### config.mk
export PLATFORM = sky130hd
export DESIGN_NAME = i2c_ctrl
export DESIGN_NICKNAME = d
export VERILOG_FILES = /design/src/pkg/i2c_ctrl_pkg.sv /design/src/rtl/i2c_ctrl.sv /design/src/rtl/scl_rate_gen.sv
export VERILOG_INCLUDE_DIRS = /design/src /design/src/pkg
export SDC_FILE = /design/constraint.sdc
export NUM_CORES = 1
export LEC_CHECK = 0
export BUFFER_PORTS_ARGS = -buffer_cell sky130_fd_sc_hd__buf_2
export CAP_MARGIN = 15
export CORE_MARGIN = 2
export CORE_UTILIZATION = 52
export CTS_CLUSTER_SIZE = 40
export DETAILED_ROUTE_END_ITERATION = 16
export GPL_TIMING_DRIVEN = 0
export PLACE_DENSITY_LB_ADDON = 0.2
export SLEW_MARGIN = 30
export SYNTH_ARGS = -nofsm -noshare
export SYNTH_HDL_FRONTEND = slang
export SYNTH_SLANG_ARGS = --single-unit
### constraint.sdc
create_clock -name pclk -period 3.79 [get_ports pclk]
set_clock_uncertainty 0.1 [all_clocks]
set_input_delay 0.1895 -clock pclk [delete_from_list [all_inputs] [get_ports pclk]]
set_output_delay 0.1895 -clock pclk [all_outputs]
set_load 0.05 [all_outputs]
### src/pkg/i2c_ctrl_regs.svh
`ifndef I2C_CTRL_REGS_SVH
`define I2C_CTRL_REGS_SVH

// ----------------------------------------
// Register byte offsets
// ----------------------------------------
`define OFS_OWN 8'h00
`define OFS_BAUD 8'h04
`define OFS_CTL 8'h08
`define OFS_STAT 8'h0c
`define OFS_DATA 8'h10

// ----------------------------------------
// Control bits
// ----------------------------------------
`define CTL_EN 7
`define CTL_IE 6
`define CTL_MS 5
`define CTL_TX 4
`define CTL_AK 3
`define CTL_RS 2
`define CTL_MASK 8'hf8

// ----------------------------------------
// Status bits
// ----------------------------------------
`define ST_TCF 7
`define ST_ADDRESSED_AS_SLAVE_FLAG 6
`define ST_BUSY 5
`define ST_ARBITRATION_LOST_FLAG 4
`define ST_SRW 2
`define ST_IIF 1
`define ST_RECEIVED_ACK_BIT 0

// ----------------------------------------
// Reset values and counts
// ----------------------------------------
`define REG_RESET 8'h00
`define BIT_LAST 4'h7
`define BIT_ACK 4'h8
`define BIT_PRE 4'hf
`define DIV_BASE 11'h014
`define DIV_STEP 2
`define PRESCALE_FACTOR_LSB 6
`define IDX_W 6

`endif

### src/pkg/i2c_ctrl_pkg.sv
package i2c_ctrl_pkg;

    // Master line sequencer states
    typedef enum logic [3:0] {
        M_IDLE = 4'h0,
        M_START = 4'h1,
        M_LOW = 4'h2,
        M_HIGH = 4'h3,
        M_STOP1 = 4'h4,
        M_STOP2 = 4'h5,
        M_STOP3 = 4'h6,
        M_RS1 = 4'h7,
        M_RS2 = 4'h8
    } mstate_type;

endpackage : i2c_ctrl_pkg

### src/rtl/i2c_ctrl.sv
`timescale 1ns/1ps
`include "i2c_ctrl_regs.svh"

module i2c_ctrl (
    input wire logic pclk,            // bus clock, 100 MHz
    input wire logic presetn,         // async reset, active low
    input wire logic psel,            // APB select
    input wire logic penable,         // APB enable
    input wire logic pwrite,          // APB direction
    input wire logic [7:0] paddr,     // APB byte address
    input wire logic [31:0] pwdata,   // APB write data
    output logic [31:0] prdata,       // APB read data
    output logic pready,              // APB ready
    output logic pslverr,             // APB error on unmapped
    input wire logic scl_in,          // clock line level
    output logic scl_out,             // clock line drive value
    output logic scl_oe,              // high while pulling clock low
    input wire logic sda_in,          // data line level
    output logic sda_out,             // data line drive value
    output logic sda_oe,              // high while pulling data low
    output logic irq                  // interrupt request
);
    import i2c_ctrl_pkg::*;

    // ----------------------------------------
    // State
    // ----------------------------------------
    logic scl_m_r, scl_s_r, scl_q_r, sda_m_r, sda_s_r, sda_q_r;
    logic [7:0] own_r, baud_r, ctl_r, rx_data_r, sh_r;
    logic tcf_r, addressed_as_slave_flag_r, busy_r, arbitration_lost_flag_r, srw_r, iif_r, received_ack_bit_r;
    logic [3:0] cnt_r;
    logic rx_bit_r, addr_ph_r, addressed_r, hold_r, rs_req_r;
    mstate_type mstate_r, mstate_nxt;
    logic irq_r, scl_oe_r, sda_oe_r;
    logic [31:0] prdata_r;
    logic pready_r, pslverr_r;

    // ----------------------------------------
    // APB decode
    // ----------------------------------------
    logic acc, wr, rd, hit_own, hit_baud, hit_ctl, hit_stat, hit_data;
    logic wr_ctl, wr_stat, wr_data, rd_data, data_acc;
    logic [7:0] wb, rdv;
    assign acc = psel && penable && pready_r;
    assign wr = acc && pwrite;
    assign rd = acc && !pwrite;
    assign hit_own = paddr == `OFS_OWN;
    assign hit_baud = paddr == `OFS_BAUD;
    assign hit_ctl = paddr == `OFS_CTL;
    assign hit_stat = paddr == `OFS_STAT;
    assign hit_data = paddr == `OFS_DATA;
    assign wb = pwdata[7:0];
    assign wr_ctl = wr && hit_ctl;
    assign wr_stat = wr && hit_stat;
    assign wr_data = wr && hit_data;
    assign rd_data = rd && hit_data;
    assign data_acc = wr_data || rd_data;

    // ----------------------------------------
    // Line sampling and bus conditions
    // ----------------------------------------
    logic scl_rise, scl_fall, start_det, stop_det, en;
    assign scl_rise = scl_s_r && !scl_q_r;
    assign scl_fall = !scl_s_r && scl_q_r;
    assign start_det = scl_s_r && scl_q_r && sda_q_r && !sda_s_r;
    assign stop_det = scl_s_r && scl_q_r && !sda_q_r && sda_s_r;
    assign en = ctl_r[`CTL_EN];

    // ----------------------------------------
    // Byte engine events
    // ----------------------------------------
    logic mst_act, xmit, part, last, ack_bit, byte_done, addr_end;
    logic [7:0] rx_byte;
    logic match, tick;
    assign mst_act = mstate_r != M_IDLE;
    // Address byte is always sent by master
    assign xmit = addr_ph_r ? mst_act : ctl_r[`CTL_TX];
    assign part = mst_act || addressed_r;
    assign last = cnt_r == `BIT_LAST;
    assign ack_bit = cnt_r == `BIT_ACK;
    assign byte_done = busy_r && scl_fall && ack_bit && part;
    assign addr_end = busy_r && scl_fall && last && addr_ph_r;
    assign rx_byte = {sh_r[6:0], rx_bit_r};
    assign match = en && addr_end && !mst_act
        && rx_byte[7:1] == own_r[7:1];

    // ----------------------------------------
    // Arbitration loss
    // ----------------------------------------
    logic lose_tx, lose_ack, lose_start, lose_rs, lose_stop, lose;
    assign lose_tx = mst_act && scl_rise && xmit && !ack_bit
        && sh_r[7] && !sda_s_r;
    assign lose_ack = mst_act && scl_rise && !xmit && ack_bit
        && ctl_r[`CTL_AK] && !sda_s_r;
    assign lose_start = !mst_act && busy_r
        && ((wr_ctl && wb[`CTL_MS] && !ctl_r[`CTL_MS])
        || (wr_data && ctl_r[`CTL_MS]));
    assign lose_rs = wr_ctl && wb[`CTL_RS] && !mst_act;
    assign lose_stop = mst_act && stop_det
        && mstate_r != M_STOP2 && mstate_r != M_STOP3;
    assign lose = en && (lose_tx || lose_ack || lose_start
        || lose_rs || lose_stop);

    // ----------------------------------------
    // Register next values
    // ----------------------------------------
    logic [7:0] ctl_nxt, sh_nxt;
    logic iif_nxt, arbitration_lost_flag_nxt, tcf_nxt, addressed_as_slave_flag_nxt, hold_nxt, addressed_nxt;
    logic [3:0] cnt_nxt;
    logic rs_req_nxt;
    // Losing master drops master select and carries on as slave
    assign ctl_nxt = lose ? ((wr_ctl ? wb & `CTL_MASK : ctl_r)
        & ~(8'h01 << `CTL_MS))
        : (wr_ctl ? wb & `CTL_MASK : ctl_r);
    // Set wins over a write-one clear
    assign iif_nxt = (tcf_nxt && !tcf_r) || match || lose
        || (iif_r && !(wr_stat && wb[`ST_IIF]));
    assign arbitration_lost_flag_nxt = lose
        || (arbitration_lost_flag_r && !(wr_stat && wb[`ST_ARBITRATION_LOST_FLAG]));
    assign tcf_nxt = byte_done || (tcf_r && !data_acc);
    assign addressed_as_slave_flag_nxt = match || (addressed_as_slave_flag_r && !wr_ctl && !stop_det);
    assign hold_nxt = en && !stop_det
        && (byte_done || (hold_r && !data_acc));
    assign addressed_nxt = en && (match || (addressed_r && !stop_det
        && !start_det && !(scl_rise && ack_bit && xmit && sda_s_r
        && !mst_act)));
    // Pre-count absorbs the clock fall that follows a start
    assign cnt_nxt = start_det ? `BIT_PRE :
        (busy_r && scl_fall) ? (ack_bit ? 4'h0 : cnt_r + 4'h1) : cnt_r;
    // Data write loads the byte to send; falls shift in sampled bits
    assign sh_nxt = wr_data ? wb :
        (busy_r && scl_fall && !ack_bit && cnt_r != `BIT_PRE) ? rx_byte
        : sh_r;
    assign rs_req_nxt = en && mst_act && mstate_r != M_LOW
        ? (rs_req_r || (wr_ctl && wb[`CTL_RS]))
        : (en && mst_act && !(rs_req_r && tick)
        && (rs_req_r || (wr_ctl && wb[`CTL_RS])));

    // ----------------------------------------
    // Master line sequencer
    // ----------------------------------------
    always_comb begin
        mstate_nxt = mstate_r;
        unique case (mstate_r)
            M_IDLE: begin
                if (wr_data && ctl_r[`CTL_MS] && !busy_r) begin
                    mstate_nxt = M_START;
                end
            end
            M_START: begin
                if (tick) begin
                    mstate_nxt = M_LOW;
                end
            end
            M_LOW: begin
                if (tick && rs_req_r) begin
                    mstate_nxt = M_RS1;
                end else if (tick && hold_r && !ctl_r[`CTL_MS]) begin
                    mstate_nxt = M_STOP1;
                end else if (tick && !hold_r) begin
                    mstate_nxt = M_HIGH;
                end
            end
            M_HIGH: begin
                // Waits while another device stretches the clock
                if (tick && scl_s_r) begin
                    mstate_nxt = M_LOW;
                end
            end
            M_STOP1: begin
                if (tick) begin
                    mstate_nxt = M_STOP2;
                end
            end
            M_STOP2: begin
                if (tick && scl_s_r) begin
                    mstate_nxt = M_STOP3;
                end
            end
            M_STOP3: begin
                if (stop_det) begin
                    mstate_nxt = M_IDLE;
                end
            end
            M_RS1: begin
                if (tick) begin
                    mstate_nxt = M_RS2;
                end
            end
            M_RS2: begin
                if (tick && scl_s_r) begin
                    mstate_nxt = M_START;
                end
            end
            default: begin
                mstate_nxt = M_IDLE;
            end
        endcase
        if (!en || lose) begin
            mstate_nxt = M_IDLE;
        end
    end

    // ----------------------------------------
    // Line drive
    // ----------------------------------------
    logic run_bits, ack_want, eng_low, mst_scl_low, mst_sda_low;
    logic slv_stretch, scl_oe_nxt, sda_oe_nxt;
    assign run_bits = mst_act ? (mstate_r == M_LOW || mstate_r == M_HIGH)
        : addressed_r;
    assign ack_want = addr_ph_r ? addressed_r : !ctl_r[`CTL_AK];
    assign eng_low = busy_r && part && run_bits && !hold_r
        && (ack_bit ? (!xmit && ack_want) : (xmit && !sh_r[7]));
    assign mst_scl_low = mstate_r == M_LOW || mstate_r == M_STOP1
        || mstate_r == M_RS1;
    // Data stays low until the first clock fall is seen, so no false stop
    assign mst_sda_low = mstate_r == M_START || mstate_r == M_STOP1
        || mstate_r == M_STOP2 || (mstate_r == M_LOW && cnt_r == `BIT_PRE);
    // Slave holds the clock low until software touches the data register
    assign slv_stretch = hold_r && addressed_r && !mst_act;
    assign scl_oe_nxt = en && (mst_scl_low || slv_stretch);
    assign sda_oe_nxt = en && !lose
        && (mst_sda_low || eng_low);

    // ----------------------------------------
    // Read mux, sampled in the setup cycle
    // ----------------------------------------
    logic [7:0] stat;
    logic mapped;
    assign stat = {tcf_r, addressed_as_slave_flag_r, busy_r, arbitration_lost_flag_r, 1'b0, srw_r, iif_r,
        received_ack_bit_r};
    assign rdv = hit_own ? own_r : hit_baud ? baud_r :
        hit_ctl ? ctl_r : hit_stat ? stat :
        hit_data ? rx_data_r : `REG_RESET;
    assign mapped = hit_own || hit_baud || hit_ctl || hit_stat || hit_data;

    scl_rate_gen u_rate (
        .pclk (pclk),
        .presetn (presetn),
        .run (en && mst_act),
        .baud (baud_r),
        .tick (tick)
    );

    // ----------------------------------------
    // Flip-flops
    // ----------------------------------------
    always_ff @(posedge pclk or negedge presetn) begin
        if (!presetn) begin
            scl_m_r <= 1'b1;
            scl_s_r <= 1'b1;
            scl_q_r <= 1'b1;
            sda_m_r <= 1'b1;
            sda_s_r <= 1'b1;
            sda_q_r <= 1'b1;
        end else begin
            scl_m_r <= scl_in;
            scl_s_r <= scl_m_r;
            scl_q_r <= scl_s_r;
            sda_m_r <= sda_in;
            sda_s_r <= sda_m_r;
            sda_q_r <= sda_s_r;
        end
    end

    always_ff @(posedge pclk or negedge presetn) begin
        if (!presetn) begin
            own_r <= `REG_RESET;
            baud_r <= `REG_RESET;
            ctl_r <= `REG_RESET;
            prdata_r <= 32'h0000_0000;
            pready_r <= 1'b0;
            pslverr_r <= 1'b0;
        end else begin
            if (wr && hit_own) begin
                own_r <= wb;
            end
            if (wr && hit_baud) begin
                baud_r <= wb;
            end
            ctl_r <= ctl_nxt;
            pready_r <= psel && !penable;
            pslverr_r <= psel && !penable && !mapped;
            if (psel && !penable) begin
                prdata_r <= {24'h00_0000, rdv};
            end
        end
    end

    always_ff @(posedge pclk or negedge presetn) begin
        if (!presetn) begin
            tcf_r <= 1'b0;
            addressed_as_slave_flag_r <= 1'b0;
            busy_r <= 1'b0;
            arbitration_lost_flag_r <= 1'b0;
            srw_r <= 1'b0;
            iif_r <= 1'b0;
            received_ack_bit_r <= 1'b0;
            irq_r <= 1'b0;
        end else begin
            tcf_r <= tcf_nxt;
            addressed_as_slave_flag_r <= addressed_as_slave_flag_nxt;
            busy_r <= start_det || (busy_r && !stop_det);
            arbitration_lost_flag_r <= arbitration_lost_flag_nxt;
            iif_r <= iif_nxt;
            irq_r <= iif_nxt && ctl_nxt[`CTL_IE];
            if (match) begin
                srw_r <= rx_bit_r;
            end
            if (busy_r && scl_rise && ack_bit) begin
                received_ack_bit_r <= sda_s_r;
            end
        end
    end

    always_ff @(posedge pclk or negedge presetn) begin
        if (!presetn) begin
            rx_data_r <= `REG_RESET;
            sh_r <= `REG_RESET;
            cnt_r <= 4'h0;
            rx_bit_r <= 1'b1;
            addr_ph_r <= 1'b0;
            addressed_r <= 1'b0;
            hold_r <= 1'b0;
            rs_req_r <= 1'b0;
            mstate_r <= M_IDLE;
            scl_oe_r <= 1'b0;
            sda_oe_r <= 1'b0;
        end else begin
            sh_r <= sh_nxt;
            cnt_r <= cnt_nxt;
            hold_r <= hold_nxt;
            addressed_r <= addressed_nxt;
            rs_req_r <= rs_req_nxt;
            mstate_r <= mstate_nxt;
            scl_oe_r <= scl_oe_nxt;
            sda_oe_r <= sda_oe_nxt;
            addr_ph_r <= start_det || (addr_ph_r && !(busy_r && scl_fall
                && ack_bit));
            if (scl_rise) begin
                rx_bit_r <= sda_s_r;
            end
            if (busy_r && scl_fall && last && part) begin
                rx_data_r <= rx_byte;
            end
        end
    end

    assign prdata = prdata_r;
    assign pready = pready_r;
    assign pslverr = pslverr_r;
    assign scl_out = 1'b0;
    assign sda_out = 1'b0;
    assign scl_oe = scl_oe_r;
    assign sda_oe = sda_oe_r;
    assign irq = irq_r;
endmodule : i2c_ctrl

### src/rtl/scl_rate_gen.sv
`timescale 1ns/1ps
`include "i2c_ctrl_regs.svh"

// Emits one pulse per half serial clock period: factor times divider
module scl_rate_gen (
    input wire logic pclk,         // bus clock
    input wire logic presetn,      // async reset, active low
    input wire logic run,          // count while high
    input wire logic [7:0] baud,   // factor and index
    output logic tick              // one-cycle pulse
);
    logic [10:0] cnt_r;
    logic [10:0] div;
    logic [10:0] half;
    logic tick_r;

    // Divider grows linearly with the index
    assign div = `DIV_BASE
        + 11'({baud[`IDX_W-1:0], 1'b0} * `DIV_STEP);
    // Factor 1, 2 or 4; the unused code acts as 1
    assign half = (baud[7:`PRESCALE_FACTOR_LSB] == 2'h1) ? {div[9:0], 1'b0} :
                  (baud[7:`PRESCALE_FACTOR_LSB] == 2'h2) ? {div[8:0], 2'h0} :
                  div;
    assign tick = tick_r;

    always_ff @(posedge pclk or negedge presetn) begin
        if (!presetn) begin
            cnt_r <= 11'h000;
            tick_r <= 1'b0;
        end else begin
            tick_r <= run && (cnt_r >= half - 11'h001);
            if (!run || cnt_r >= half - 11'h001) begin
                cnt_r <= 11'h000;
            end else begin
                cnt_r <= cnt_r + 11'h001;
            end
        end
    end
endmodule : scl_rate_gen

==> impl_metrics.env, run 1 <==
export IMPL_clock_sinks=88
export IMPL_netlist_instances=551
export IMPL_rsz0062_at_grt="no"
export IMPL_grt_ovfl_total=0
export IMPL_yosysWarnings=0
export IMPL_combPwrFrac_pct=28.7
export IMPL_track_usage_pct=23.4
export IMPL_crit_family="simple AND/OR/NAND/NOR gates"
export IMPL_cp_slowest_cell="dfrtp_1"
export IMPL_path_clk_slew_ns=0.09
export IMPL_antenna_cells=0
export IMPL_critPathLaunchType="register"
export IMPL_slowest_delay_ns=0.40
export IMPL_core_sq_um=9820
export IMPL_power_switching_uw=989
export IMPL_path_cells="buf_6 -> inv_8 -> nor2_2 -> or3_4 -> ha_1 -> o21a_1 -> and3_4 -> a311o_1 -> and3_1 -> ha_1 -> a211o_1 -> a21oi_2 -> a2bb2oi_2 -> nand3_2 -> buf_8 -> nor2_1"
export IMPL_hold_viol=1
export IMPL_rr_worst_depth=16
export IMPL_period_needed_ns=3.66
export IMPL_crit_top_cell="ha_1"
export IMPL_report_final_slew_viol_count=0
export IMPL_r2r_slack_ns=0.13
export IMPL_ys_seq_area_share_pct=41.7
export IMPL_grt_max_degree=52
export IMPL_cts_made_buffers=9
export IMPL_place_congestion=0.870
export IMPL_vdd_drop_max_uv=310
export IMPL_drtIter0Drc=216
export IMPL_floorplan_initialDensity_pct=54.1
export IMPL_die_h_microns=105
export IMPL_yosysMostFrequentCell="dfrtp_1"
export IMPL_design_die_area_sq_um=11000
export IMPL_fin_nets=694
export IMPL_synth_top_area_share_pct=38.2
export IMPL_std_cell_rows=36
export IMPL_port_buffers=34
export IMPL_drc=0
export IMPL_ys_ff_latch=88
export IMPL_grt_first_pass_wirelength_microns=20800
export IMPL_leakagePower_uw=0.00293
export IMPL_hold_path_class="in2reg"
export IMPL_htreeDepth=3
export IMPL_violations="hold timing"
export IMPL_p_int_uw=1770
export IMPL_cts_tree="built"
export IMPL_fmax_mhz=273
export IMPL_io_pins=86
export IMPL_async_reset_ff_share_pct=100
export IMPL_synth_area_leaders="dfrtp_1, mux2_2, nor2_1, buf_4, dfstp_2"
export IMPL_synth_edf_count=0
export IMPL_clock_latency_ns=0.36
export IMPL_min_path_cells=3
export IMPL_netlist_top_cells_count="dfrtp_1, nor2_1, nand2_1"
export IMPL_fin_setup_tns_ns=0
export IMPL_timing_final_crit_share_pct=96.6
export IMPL_clkPwrFrac_pct=27.4
export IMPL_synth_distinct_cells=74
export IMPL_critPathMaxFanout=10
export IMPL_areaGrowthSynthToFinish_pct=16.8
export IMPL_ant_nets=0
export IMPL_worst_endpoint_arrival_ns=3.85
export IMPL_crit_cells=16
export IMPL_slew_headroom_pct=35.3
export IMPL_wl_microns=12900
export IMPL_max_cap_viol_count=0
export IMPL_status="finished with violations"
export IMPL_yosysTopAreaCell="dfrtp_1"
export IMPL_syn_area_per_cell_sq_um=9.63
export IMPL_finalSetupViolations=0
export IMPL_wl_per_cell_microns=16.7
export IMPL_first_global_vias=4177
export IMPL_antenna_found_initial=0
export IMPL_fin_area_sq_um=6200
export IMPL_synth_main_ff_cell="dfrtp_1"
export IMPL_vias=4429
export IMPL_worstPathRequired_ns=3.98
export IMPL_critical_path_buf_inv_count=3
export IMPL_hpwl_microns=9500
export IMPL_root_buffer="clkbuf_8"
export IMPL_avgViaCountPerCell=5.74
export IMPL_place_area_sq_um=5770
export IMPL_path_class="reg2reg"
export IMPL_p_per_area_nw_per_um2=445
export IMPL_first_pass_iters=5
export IMPL_syn_area_sq_um=5310
export IMPL_seqPwrFrac_pct=44.0
export IMPL_die_x_microns=105
export IMPL_cts_path_max_buffers=2
export IMPL_hold_ws_ns=-0.00282
export IMPL_drive_gt1_share_pct=25.9
export IMPL_switching_share_pct=35.9
export IMPL_critPathCaptureType="register"
export IMPL_finalPower_uw=2760
export IMPL_worst_pin_slew_ns=0.961
==> layout by cell type (no fill, tap or decap), types with 3 or more instances in the layout <==
cell type | Yosys | routed
inv_1 | 16 | 15
mux2i_1 | 13 | 13
nand3_1 | 19 | 18
o21a_1 | 3 | 3
nand4_1 | 6 | 6
o21ai_0 | 28 | 27
buf_6 | 2 | 5
clkbuf_8 | 0 | 9
xnor2_1 | 9 | 8
a211oi_1 | 7 | 7
ha_1 | 14 | 13
nand3b_1 | 4 | 4
a21oi_1 | 34 | 33
dfstp_2 | 7 | 7
clkbuf_1 | 13 | 11
xor2_1 | 14 | 13
a22oi_1 | 7 | 7
dlygate4sd3_1 | 0 | 3
nor2b_1 | 8 | 8
mux2_2 | 33 | 33
buf_2 | 3 | 35
and3_1 | 4 | 3
a21o_1 | 5 | 5
nor3_1 | 8 | 7
and2_1 | 3 | 3
a31oi_1 | 5 | 5
buf_4 | 26 | 34
nand4b_1 | 4 | 4
nor2_2 | 1 | 5
conb_1 | 1 | 26
nand2b_1 | 5 | 5
inv_8 | 0 | 3
nor2_1 | 63 | 59
mux4_2 | 4 | 4
nor4_1 | 3 | 3
dfrtp_1 | 81 | 81
nand2_1 | 44 | 44
==> kinds of logic (layout without fill, tap and decap cells) <==
logic type / after synthesis / count (layout) / share of synthesized area [%]
AND/OR/NAND/NOR: 189 / 189 / 17.8
multiplexers: 50 / 50 / 11.2
buffers and inverters: 62 / 124 / 6.60
AO/OA/AOI/OAI: 123 / 123 / 15.4
adder cells (fa/ha/maj): 14 / 14 / 3.30
other: 1 / 26 / 0.0707
flip-flops: 88 / 88 / 41.7
XOR/XNOR: 24 / 24 / 4.10
==> flip-flops by register name, indices dropped and copies added (netlist names), 4 cells and up <==
signal	count
cnt_r	4
mstate_r	4
baud_r	8
prdata	8
u_rate.cnt_r	11
ctl_r	5
own_r	8
rx_data_r	8
sh_r	8
==> timing repair <==
| item | in CTS | in global routing |
|---|---|---|
| buffers inserted | 1 | 7 |
| gates resized for setup | 13 | 17 |
| endpoints found under the hold margin | 39 | 0 |
| hold buffers | 3 | 0 |
| endpoints found under the setup margin | 12 | 11 |
| pin swaps | 1 | 5 |
| cloned | 1 | 0 |
==> final timing paths <==
check	endpoint	start
hold reg to reg	sda_s_r$_DFF_PN1_	sda_m_r$_DFF_PN1_
setup / recovery	u_rate.cnt_r[8]$_DFF_PN0_	baud_r[7]$_DFFE_PN0P_
hold / removal	pready$_DFF_PN0_	psel
setup reg to reg	u_rate.cnt_r[8]$_DFF_PN0_	baud_r[7]$_DFFE_PN0P_
min in group asynchronous	prdata[1]$_DFFE_PN0P_	presetn
max in group asynchronous	scl_q_r$_DFF_PN1_	presetn
==> through the flow <==
step | worst slack (ns) | std cells | hold slack [ns] | util, %
final | 0.128 | 771 | -0.00282 | 63.1
after CTS | 0.0291 | 764 | 0.000741 | 62.0
after floorplan | 0.157 | 576 | -0.206 | -
after global routing | 0.00647 | 771 | 0.0161 | 63.1
after global placement | -0.476 | 743 | 0.195 | 58.4
after detailed placement | -0.547 | 744 | 0.0201 | 58.8
==> area by class of cell <==
cell class	instances	area (sq um)
plain buffers	44	300
multi-input cells	426	2910
fillers	830	3620
flip-flops and latches	88	2210
inverters	17	73.8
clock inverters	7	104
well taps	133	166
clock buffers	9	124
repair buffers	47	305
==> layer usage <==
layer	vias up	part of all wire [%]	global-route usage, %	wire (microns)
li1	2096	-	-	-
met1	2151	45	32.6	5760
met2	160	48	38.2	6150
met3	22	5.8	3.49	753
met4	0	1.8	6.29	229
met5	-	0	0	0
==> worst reg2reg max path, delay by kind of cell, from the launching register on <==
| family | cells | cell delay, ns |
|---|---|---|
| compound gates | 5 | 1.11 |
| fa+ha+maj | 2 | 0.49 |
| buf+inv | 3 | 0.41 |
| flops | 1 | 0.40 |
| simple gates | 6 | 1.11 |
==> power by group through the flow <==
stage	sequential (uW)	clock [uW]	combinational [uW]
after floorplan	1210	0	541
after global placement	1220	0	712
after detailed placement	1230	0	735
after CTS	1210	755	769
after global routing	1230	807	874
final	1210	755	791
Note: power is estimated with default switching activity, not from simulation.
==> run 2: changes to the inputs <==
--- a/config.mk
+++ b/config.mk
@@ -14,6 +14,7 @@
 export DETAILED_ROUTE_END_ITERATION = 16
 export GPL_TIMING_DRIVEN = 0
 export PLACE_DENSITY_LB_ADDON = 0.2
+export SETUP_SLACK_MARGIN = 0.15
 export SLEW_MARGIN = 30
 export SYNTH_ARGS = -nofsm -noshare
 export SYNTH_HDL_FRONTEND = slang
==> constraint.sdc (replaced) <==
create_clock -name pclk -period 3.2 [get_ports pclk]
set_clock_uncertainty 0.1 [all_clocks]
set_input_delay 0.64 -clock pclk [delete_from_list [all_inputs] [get_ports pclk]]
set_output_delay 0.64 -clock pclk [all_outputs]
set_load 0.05 [all_outputs]
==> run 2 against run 1 <==
Against the previous run: the flow finishes with violations (setup timing); combinational power grew 25%; hold slack improved by 0.022 ns; first-iteration DRC count is 25% higher; global-route usage is 1.9 points higher; sequential power grew 19%; cell count rose by 2.1%; die area stayed put; register-to-register slack got worse by 0.43 ns; maximum frequency increased by 4.5%; clock power up 21%; worst setup slack got worse by 0.43 ns; via count grew 1.4%.
==> impl_metrics.env, run 2 (synthesized netlist as in run 1, its figures left out) <==
export IMPL_status="finished with violations"
export IMPL_violations="setup timing"
export IMPL_die_h_microns=105
export IMPL_critPathMaxFanout=9
export IMPL_wl_per_cell_microns=17.4
export IMPL_vias=4493
export IMPL_path_clk_slew_ns=0.10
export IMPL_final_cell_mix="dfrtp_1, nor2_1, buf_4"
export IMPL_core_sq_um=9820
export IMPL_leakagePower_uw=0.00304
export IMPL_fin_nets=710
export IMPL_busiest_layer="met2"
export IMPL_antenna_cells=0
export IMPL_std_cell_rows=36
export IMPL_critPathCaptureType="register"
export IMPL_r2r_end="u_rate.cnt_r[6]$_DFF_PN0_"
export IMPL_clock_latency_ns=0.37
export IMPL_critPathLaunchType="register"
export IMPL_crit_start="baud_r[0]$_DFFE_PN0P_"
export IMPL_timing_final_crit_share_pct=109
export IMPL_largest_register_ffs=11
export IMPL_worst_endpoint_arrival_ns=3.70
export IMPL_rsz0062_at_grt="yes"
export IMPL_worstPathRequired_ns=3.40
export IMPL_grt_max_degree=63
export IMPL_grt_ovfl_total=0
export IMPL_timing_rr_start="baud_r[0]$_DFFE_PN0P_"
export IMPL_avgViaCountPerCell=5.71
export IMPL_drive_gt1_share_pct=31.7
export IMPL_path_class="reg2reg"
export IMPL_ant_nets=0
export IMPL_post_route_worst_setup_slack_ns=-0.303
export IMPL_hold_viol=0
export IMPL_port_buffers=34
export IMPL_seqPwrFrac_pct=43.0
export IMPL_p_int_uw=2130
export IMPL_report_final_slew_viol_count=0
export IMPL_hpwl_microns=9660
export IMPL_die_x_microns=105
export IMPL_final_instance_count_excl_fill=787
export IMPL_switching_share_pct=36.3
export IMPL_htreeDepth=3
export IMPL_place_inst=744
export IMPL_hold_path_class="in2async"
export IMPL_period_needed_ns=3.50
export IMPL_max_cap_viol_count=0
export IMPL_rr_worst_depth=15
export IMPL_r2r_slack_ns=-0.30
export IMPL_vdd_drop_max_uv=284
export IMPL_slew_headroom_pct=39.2
export IMPL_hold_ws_ns=0.0190
export IMPL_cts_made_buffers=9
export IMPL_grt_first_pass_wirelength_microns=22100
export IMPL_track_usage_pct=25.3
export IMPL_clock_sinks=88
export IMPL_fillerInstances=785
export IMPL_drc=0
export IMPL_finalSetupViolations=12
export IMPL_areaGrowthSynthToFinish_pct=23.3
export IMPL_worst_pin_slew_ns=0.906
export IMPL_cts_tree="built"
export IMPL_p_per_area_nw_per_um2=511
export IMPL_finalPower_uw=3340
export IMPL_fin_util_pct=66.7
export IMPL_clkPwrFrac_pct=27.3
export IMPL_use_met2_pct=41.2
export IMPL_met1_usage_pct=33.9
export IMPL_drtIter0Drc=270
export IMPL_first_pass_iters=4
export IMPL_fin_setup_tns_ns=-3.37
export IMPL_design_die_area_sq_um=11000
export IMPL_floorplan_initialDensity_pct=54.1
export IMPL_antenna_found_initial=0
export IMPL_final_common_cell="dfrtp_1"
export IMPL_root_buffer="clkbuf_8"
export IMPL_io_pins=86
export IMPL_largest_register="u_rate.cnt_r"
export IMPL_first_global_vias=4344
export IMPL_fmax_mhz=285
export IMPL_power_switching_uw=1220
export IMPL_cts_path_max_buffers=2
export IMPL_combPwrFrac_pct=29.7
export IMPL_place_congestion=0.848
export IMPL_grt_util_met3_pct=4.49
export IMPL_wl_microns=13700
[run 2: cell types whose count changed in the layout (fill, tap and decap cells not counted), moves of 3 or more]
cell / change
buf_4: +15
a211oi_2: +3
a211oi_1: -3
ha_4: +3
nor2_1: -8
nor2_4: +10
buf_6: +3
dlygate4sd3_1: -3
[run 2: final cells by class]
class	instances	area (sq um)	area share, %
inverters	17	76.3	1.17
multi-input cells	426	3100	47.4
clock buffers	9	124	1.89
plain buffers	45	320	4.89
repair buffers	62	434	6.63
clock inverters	7	110	1.68
well taps	133	166	2.54
flip-flops and latches	88	2210	33.8
[run 2: worst max-delay path: stages, from the launching register on]
cell and delay, ns:
dfrtp_1 0.39, clkbuf_4 0.19, a21o_4 0.26, a221oi_4 0.25, mux2i_1 0.14, o311ai_2 0.31, buf_4 0.18, a311o_1 0.16
and3_4 0.19, ha_4 0.20, a211o_1 0.28, a21oi_2 0.14, a2bb2oi_2 0.22, nand3_2 0.17, buf_6 0.18, nor2_1 0.08
[run 2: worst max-delay path by stage]
stage	slack [ns]	end	depth (start not counted)
global placement	-0.64	u_rate.cnt_r[0]$_DFF_PN0_	14
floorplan	-0.08	u_rate.cnt_r[0]$_DFF_PN0_	16
detailed placement	-0.70	u_rate.cnt_r[0]$_DFF_PN0_	14
finish	-0.30	u_rate.cnt_r[6]$_DFF_PN0_	15
global route	-0.42	u_rate.cnt_r[10]$_DFF_PN0_	20
CTS	-0.33	u_rate.cnt_r[10]$_DFF_PN0_	17
[run 2: power by group through the flow]
| stage | clock [uW] | sequential (uW) | combinational (uW) |
|---|---|---|---|
| 5_1_grt | 965 | 1470 | 1090 |
| 3_3_place_gp | 0 | 1440 | 855 |
| 3_5_place_dp | 0 | 1450 | 882 |
| 2_1_floorplan | 0 | 1440 | 657 |
| 6_report | 914 | 1440 | 992 |
| 4_1_cts | 925 | 1430 | 914 |
[run 2: routing by layer]
metal	wire (microns)	up-vias
met4	235	0
li1	-	2121
met5	0	-
met3	872	22
met2	6640	152
met1	5920	2198
[run 2: through the flow]
stage / setup slack, ns / instance area, sq um
final: -0.303 / 6550
after global routing: -0.417 / 6550
after CTS: -0.325 / 6370
after detailed placement: -0.699 / 5810
after global placement: -0.644 / 5770
after floorplan: -0.0781 / 5430
[run 2: what timing repair did]
item	in CTS	in global routing
hold buffers	0	0
resized for setup	27	34
cloned	1	0
pin swaps	9	9
setup endpoints to repair	12	12
buffers inserted	22	4
==> run 3: changes to the inputs <==
--- a/config.mk
+++ b/config.mk
@@ -9,7 +9,7 @@
 export BUFFER_PORTS_ARGS = -buffer_cell sky130_fd_sc_hd__buf_2
 export CAP_MARGIN = 15
 export CORE_MARGIN = 2
-export CORE_UTILIZATION = 52
+export CORE_UTILIZATION = 51
 export CTS_CLUSTER_SIZE = 40
 export DETAILED_ROUTE_END_ITERATION = 16
 export GPL_TIMING_DRIVEN = 0
@@ -18,4 +18,5 @@
 export SLEW_MARGIN = 30
 export SYNTH_ARGS = -nofsm -noshare
 export SYNTH_HDL_FRONTEND = slang
+export SYNTH_HIERARCHICAL = 1
 export SYNTH_SLANG_ARGS = --single-unit
==> constraint.sdc (replaced) <==
create_clock -name pclk -period 3.2 [get_ports pclk]
set_clock_uncertainty 0.1 [all_clocks]
set_input_delay 0.16 -clock pclk [delete_from_list [all_inputs] [get_ports pclk]]
set_output_delay 0.16 -clock pclk [all_outputs]
set_load 0.05 [all_outputs]
==> run 3 against run 2 <==
Against the previous run: the flow still finishes with violations (setup timing); combinational power rose by 0.5%; first-iteration DRC count is 4.8% higher; non-clock buffer count is 1 lower; via count grew 0.69%; global-route usage grew 0.079 points; worst setup slack gained 0.11 ns; synthesized cell count shrank 0.54%; power shrank 4.9%; sequential share of layout area grew 0.97 points; maximum frequency increased by 3.3%; hold slack better by 0.0019 ns; critical path depth stayed put.
==> impl_metrics.env, run 3 <==
export IMPL_combPwrFrac_pct=31.4
export IMPL_post_route_worst_setup_slack_ns=-0.189
export IMPL_ant_nets=0
export IMPL_die_x_microns=106
export IMPL_status="finished with violations"
export IMPL_rsz0062_at_grt="yes"
export IMPL_period_needed_ns=3.39
export IMPL_antenna_found_initial=0
export IMPL_grt_ovfl_total=0
export IMPL_worstPathRequired_ns=3.34
export IMPL_critical_path_buf_inv_count=3
export IMPL_hold_viol=0
export IMPL_track_usage_pct=25.3
export IMPL_seqPwrFrac_pct=43.9
export IMPL_switching_share_pct=36.6
export IMPL_fillerInstances=894
export IMPL_p_per_area_nw_per_um2=499
export IMPL_clock_sinks=88
export IMPL_avgViaCountPerCell=5.77
export IMPL_clock_latency_ns=0.36
export IMPL_slew_headroom_pct=54.4
export IMPL_cts_made_buffers=9
export IMPL_critPathCaptureType="register"
export IMPL_fmax_mhz=295
export IMPL_floorplan_initialDensity_pct=52.2
export IMPL_synth_top_area_share_pct=38.0
export IMPL_finalSetupViolations=11
export IMPL_critPathMaxFanout=5
export IMPL_core_sq_um=10200
export IMPL_cts_tree="built"
export IMPL_syn_area_sq_um=5340
export IMPL_yosysMostFrequentCell="dfrtp_1"
export IMPL_first_global_vias=4294
export IMPL_timing_rr_start="baud_r[0]$_DFFE_PN0P_"
export IMPL_seq_area_sq_um=2220
export IMPL_root_buffer="clkbuf_8"
export IMPL_path_cells="ha_4 -> a31oi_4 -> ha_4 -> inv_4 -> a2111oi_4 -> a41oi_2 -> a211oi_2 -> buf_4 -> nand3_1 -> xor2_1 -> ha_1 -> o211ai_1 -> o211ai_1 -> clkbuf_8 -> nor2_1"
export IMPL_r2r_end="u_rate/cnt_r[4]$_DFF_PN0_"
export IMPL_leakagePower_uw=0.00291
export IMPL_areaGrowthSynthToFinish_pct=19.4
export IMPL_crit_start="baud_r[0]$_DFFE_PN0P_"
export IMPL_wl_per_cell_microns=17.3
export IMPL_hold_ws_ns=0.0209
export IMPL_wl_microns=13600
export IMPL_ys_ff_latch=88
export IMPL_clkPwrFrac_pct=24.7
export IMPL_synth_main_ff_cell="dfrtp_1"
export IMPL_path_clk_slew_ns=0.09
export IMPL_yosysTopAreaCell="dfrtp_1"
export IMPL_hpwl_microns=9650
export IMPL_drive_gt1_share_pct=26.4
export IMPL_final_cell_mix="dfrtp_1, nand2_1, buf_4"
export IMPL_multi_input_area_sq_um=2990
export IMPL_crit_family="compound AO/OA/AOI/OAI gates"
export IMPL_htreeDepth=3
export IMPL_worst_pin_slew_ns=0.678
export IMPL_design_die_area_sq_um=11300
export IMPL_synth_distinct_cells=75
export IMPL_largest_register_ffs=11
export IMPL_cts_path_max_buffers=2
export IMPL_final_instance_count_excl_fill=784
export IMPL_netlist_instances=548
export IMPL_drtIter0Drc=283
export IMPL_std_cell_rows=37
export IMPL_place_inst=744
export IMPL_drc=0
export IMPL_vdd_drop_max_uv=304
export IMPL_largest_register="u_rate/cnt_r"
export IMPL_die_h_microns=106
export IMPL_synth_area_leaders="dfrtp_1, buf_4, nand2_1, dfstp_2, ha_1"
export IMPL_first_pass_iters=6
export IMPL_syn_area_per_cell_sq_um=9.74
export IMPL_worst_endpoint_arrival_ns=3.53
export IMPL_place_congestion=0.873
export IMPL_grt_max_degree=46
export IMPL_crit_cells=15
export IMPL_critPathLaunchType="register"
export IMPL_fin_nets=704
export IMPL_endpoint="u_rate/cnt_r[4]$_DFF_PN0_"
export IMPL_path_class="reg2reg"
export IMPL_max_cap_viol_count=0
export IMPL_netlist_top_cells_count="dfrtp_1, nand2_1, nor2_1"
export IMPL_io_pins=86
export IMPL_timing_final_crit_share_pct=106
export IMPL_vias=4524
export IMPL_grt_first_pass_wirelength_microns=22300
export IMPL_r2r_slack_ns=-0.19
export IMPL_hold_path_class="in2reg"
export IMPL_p_int_uw=2010
export IMPL_violations="setup timing"
export IMPL_finalPower_uw=3180
export IMPL_antenna_cells=0
export IMPL_slowest_delay_ns=0.44
export IMPL_port_buffers=34
export IMPL_ys_seq_area_share_pct=41.4
export IMPL_final_common_cell="dfrtp_1"
export IMPL_cp_slowest_cell="dfrtp_2"
export IMPL_power_switching_uw=1170
export IMPL_async_reset_ff_share_pct=100
export IMPL_rr_worst_depth=15
export IMPL_yosysWarnings=6
export IMPL_pre_cts_ws_ns=-0.546
export IMPL_report_final_slew_viol_count=0
export IMPL_synth_edf_count=0
==> run 3: layout make-up <==
| cell class | count | share of cell area [%] |
|---|---|---|
| repair buffers | 59 | 6.26 |
| multi-input cells | 419 | 46.9 |
| clock buffers | 12 | 2.28 |
| well taps | 136 | 2.67 |
| inverters | 19 | 1.20 |
| plain buffers | 47 | 5.12 |
| clock inverters | 4 | 0.805 |
| flip-flops and latches | 88 | 34.8 |
==> run 3: power by group through the flow <==
stage	registers [uW]	logic [uW]	clock network [uW]
5_1_grt	1420	1090	847
2_1_floorplan	1430	654	0
6_report	1400	997	785
3_3_place_gp	1410	892	0
3_5_place_dp	1410	927	0
4_1_cts	1390	980	801
==> run 3: metrics by stage <==
stage	setup TNS, ns	util, %	area [sq um]
6_report	-1.74	62.3	6370
5_1_grt	-4.56	62.3	6370
4_1_cts	-1.67	62.1	6350
3_5_place_dp	-5.79	57.2	5850
3_3_place_gp	-4.90	56.8	5820
2_1_floorplan	0	-	5480
==> run 3: cell families (layout without fill, tap and decap cells) <==
kind of cell | after synthesis | after routing | share of synthesized area (%)
other | 1 | 26 | 0.0702
DFF | 88 | 88 | 41.4
muxes | 38 | 38 | 8.34
buffers and inverters | 66 | 141 | 7.05
AOI/OAI and AO/OA | 133 | 133 | 17.1
adders and majority gates | 14 | 14 | 3.28
xor gates and xnor gates | 27 | 27 | 4.43
and+or+nand+nor | 181 | 181 | 18.4
==> run 3: worst min path at each step <==
stage	cells past startpoint	start	endpoint	slack [ns]
floorplan	0	presetn	addr_ph_r$_DFF_PN0_	-0.24
global placement	1	scl_in	scl_m_r$_DFF_PN1_	0.16
detailed placement	1	presetn	mstate_r[0]$_DFFE_PN0P_	0.008
CTS	3	pwdata[1]	sh_r[1]$_DFFE_PN0P_	0.01
global route	3	pwdata[5]	ctl_r[5]$_DFFE_PN0P_	0.007
finish	3	pwdata[1]	sh_r[1]$_DFFE_PN0P_	0.02
==> run 3: worst min-delay path, cell delays in order <==
cell and delay [ns]:
buf_2 0.14, nor2_1 0.10, a21oi_1 0.04
==> run 3: timing repair <==
action | CTS | global route
setup buffers | 17 | 0
pin swaps | 9 | 9
hold buffers | 6 | 0
hold endpoints to repair | 95 | 0
resized for setup | 18 | 10
gates cloned | 1 | 0
setup endpoints to repair | 12 | 12
==> run 3: layer usage <==
layer,vias to the layer above,global-route usage [%],wire (microns)
li1,2138,-,-
met1,2211,36.0,6160
met2,154,39.8,6400
met3,21,4.66,776
met4,0,7.05,232
met5,-,0,0
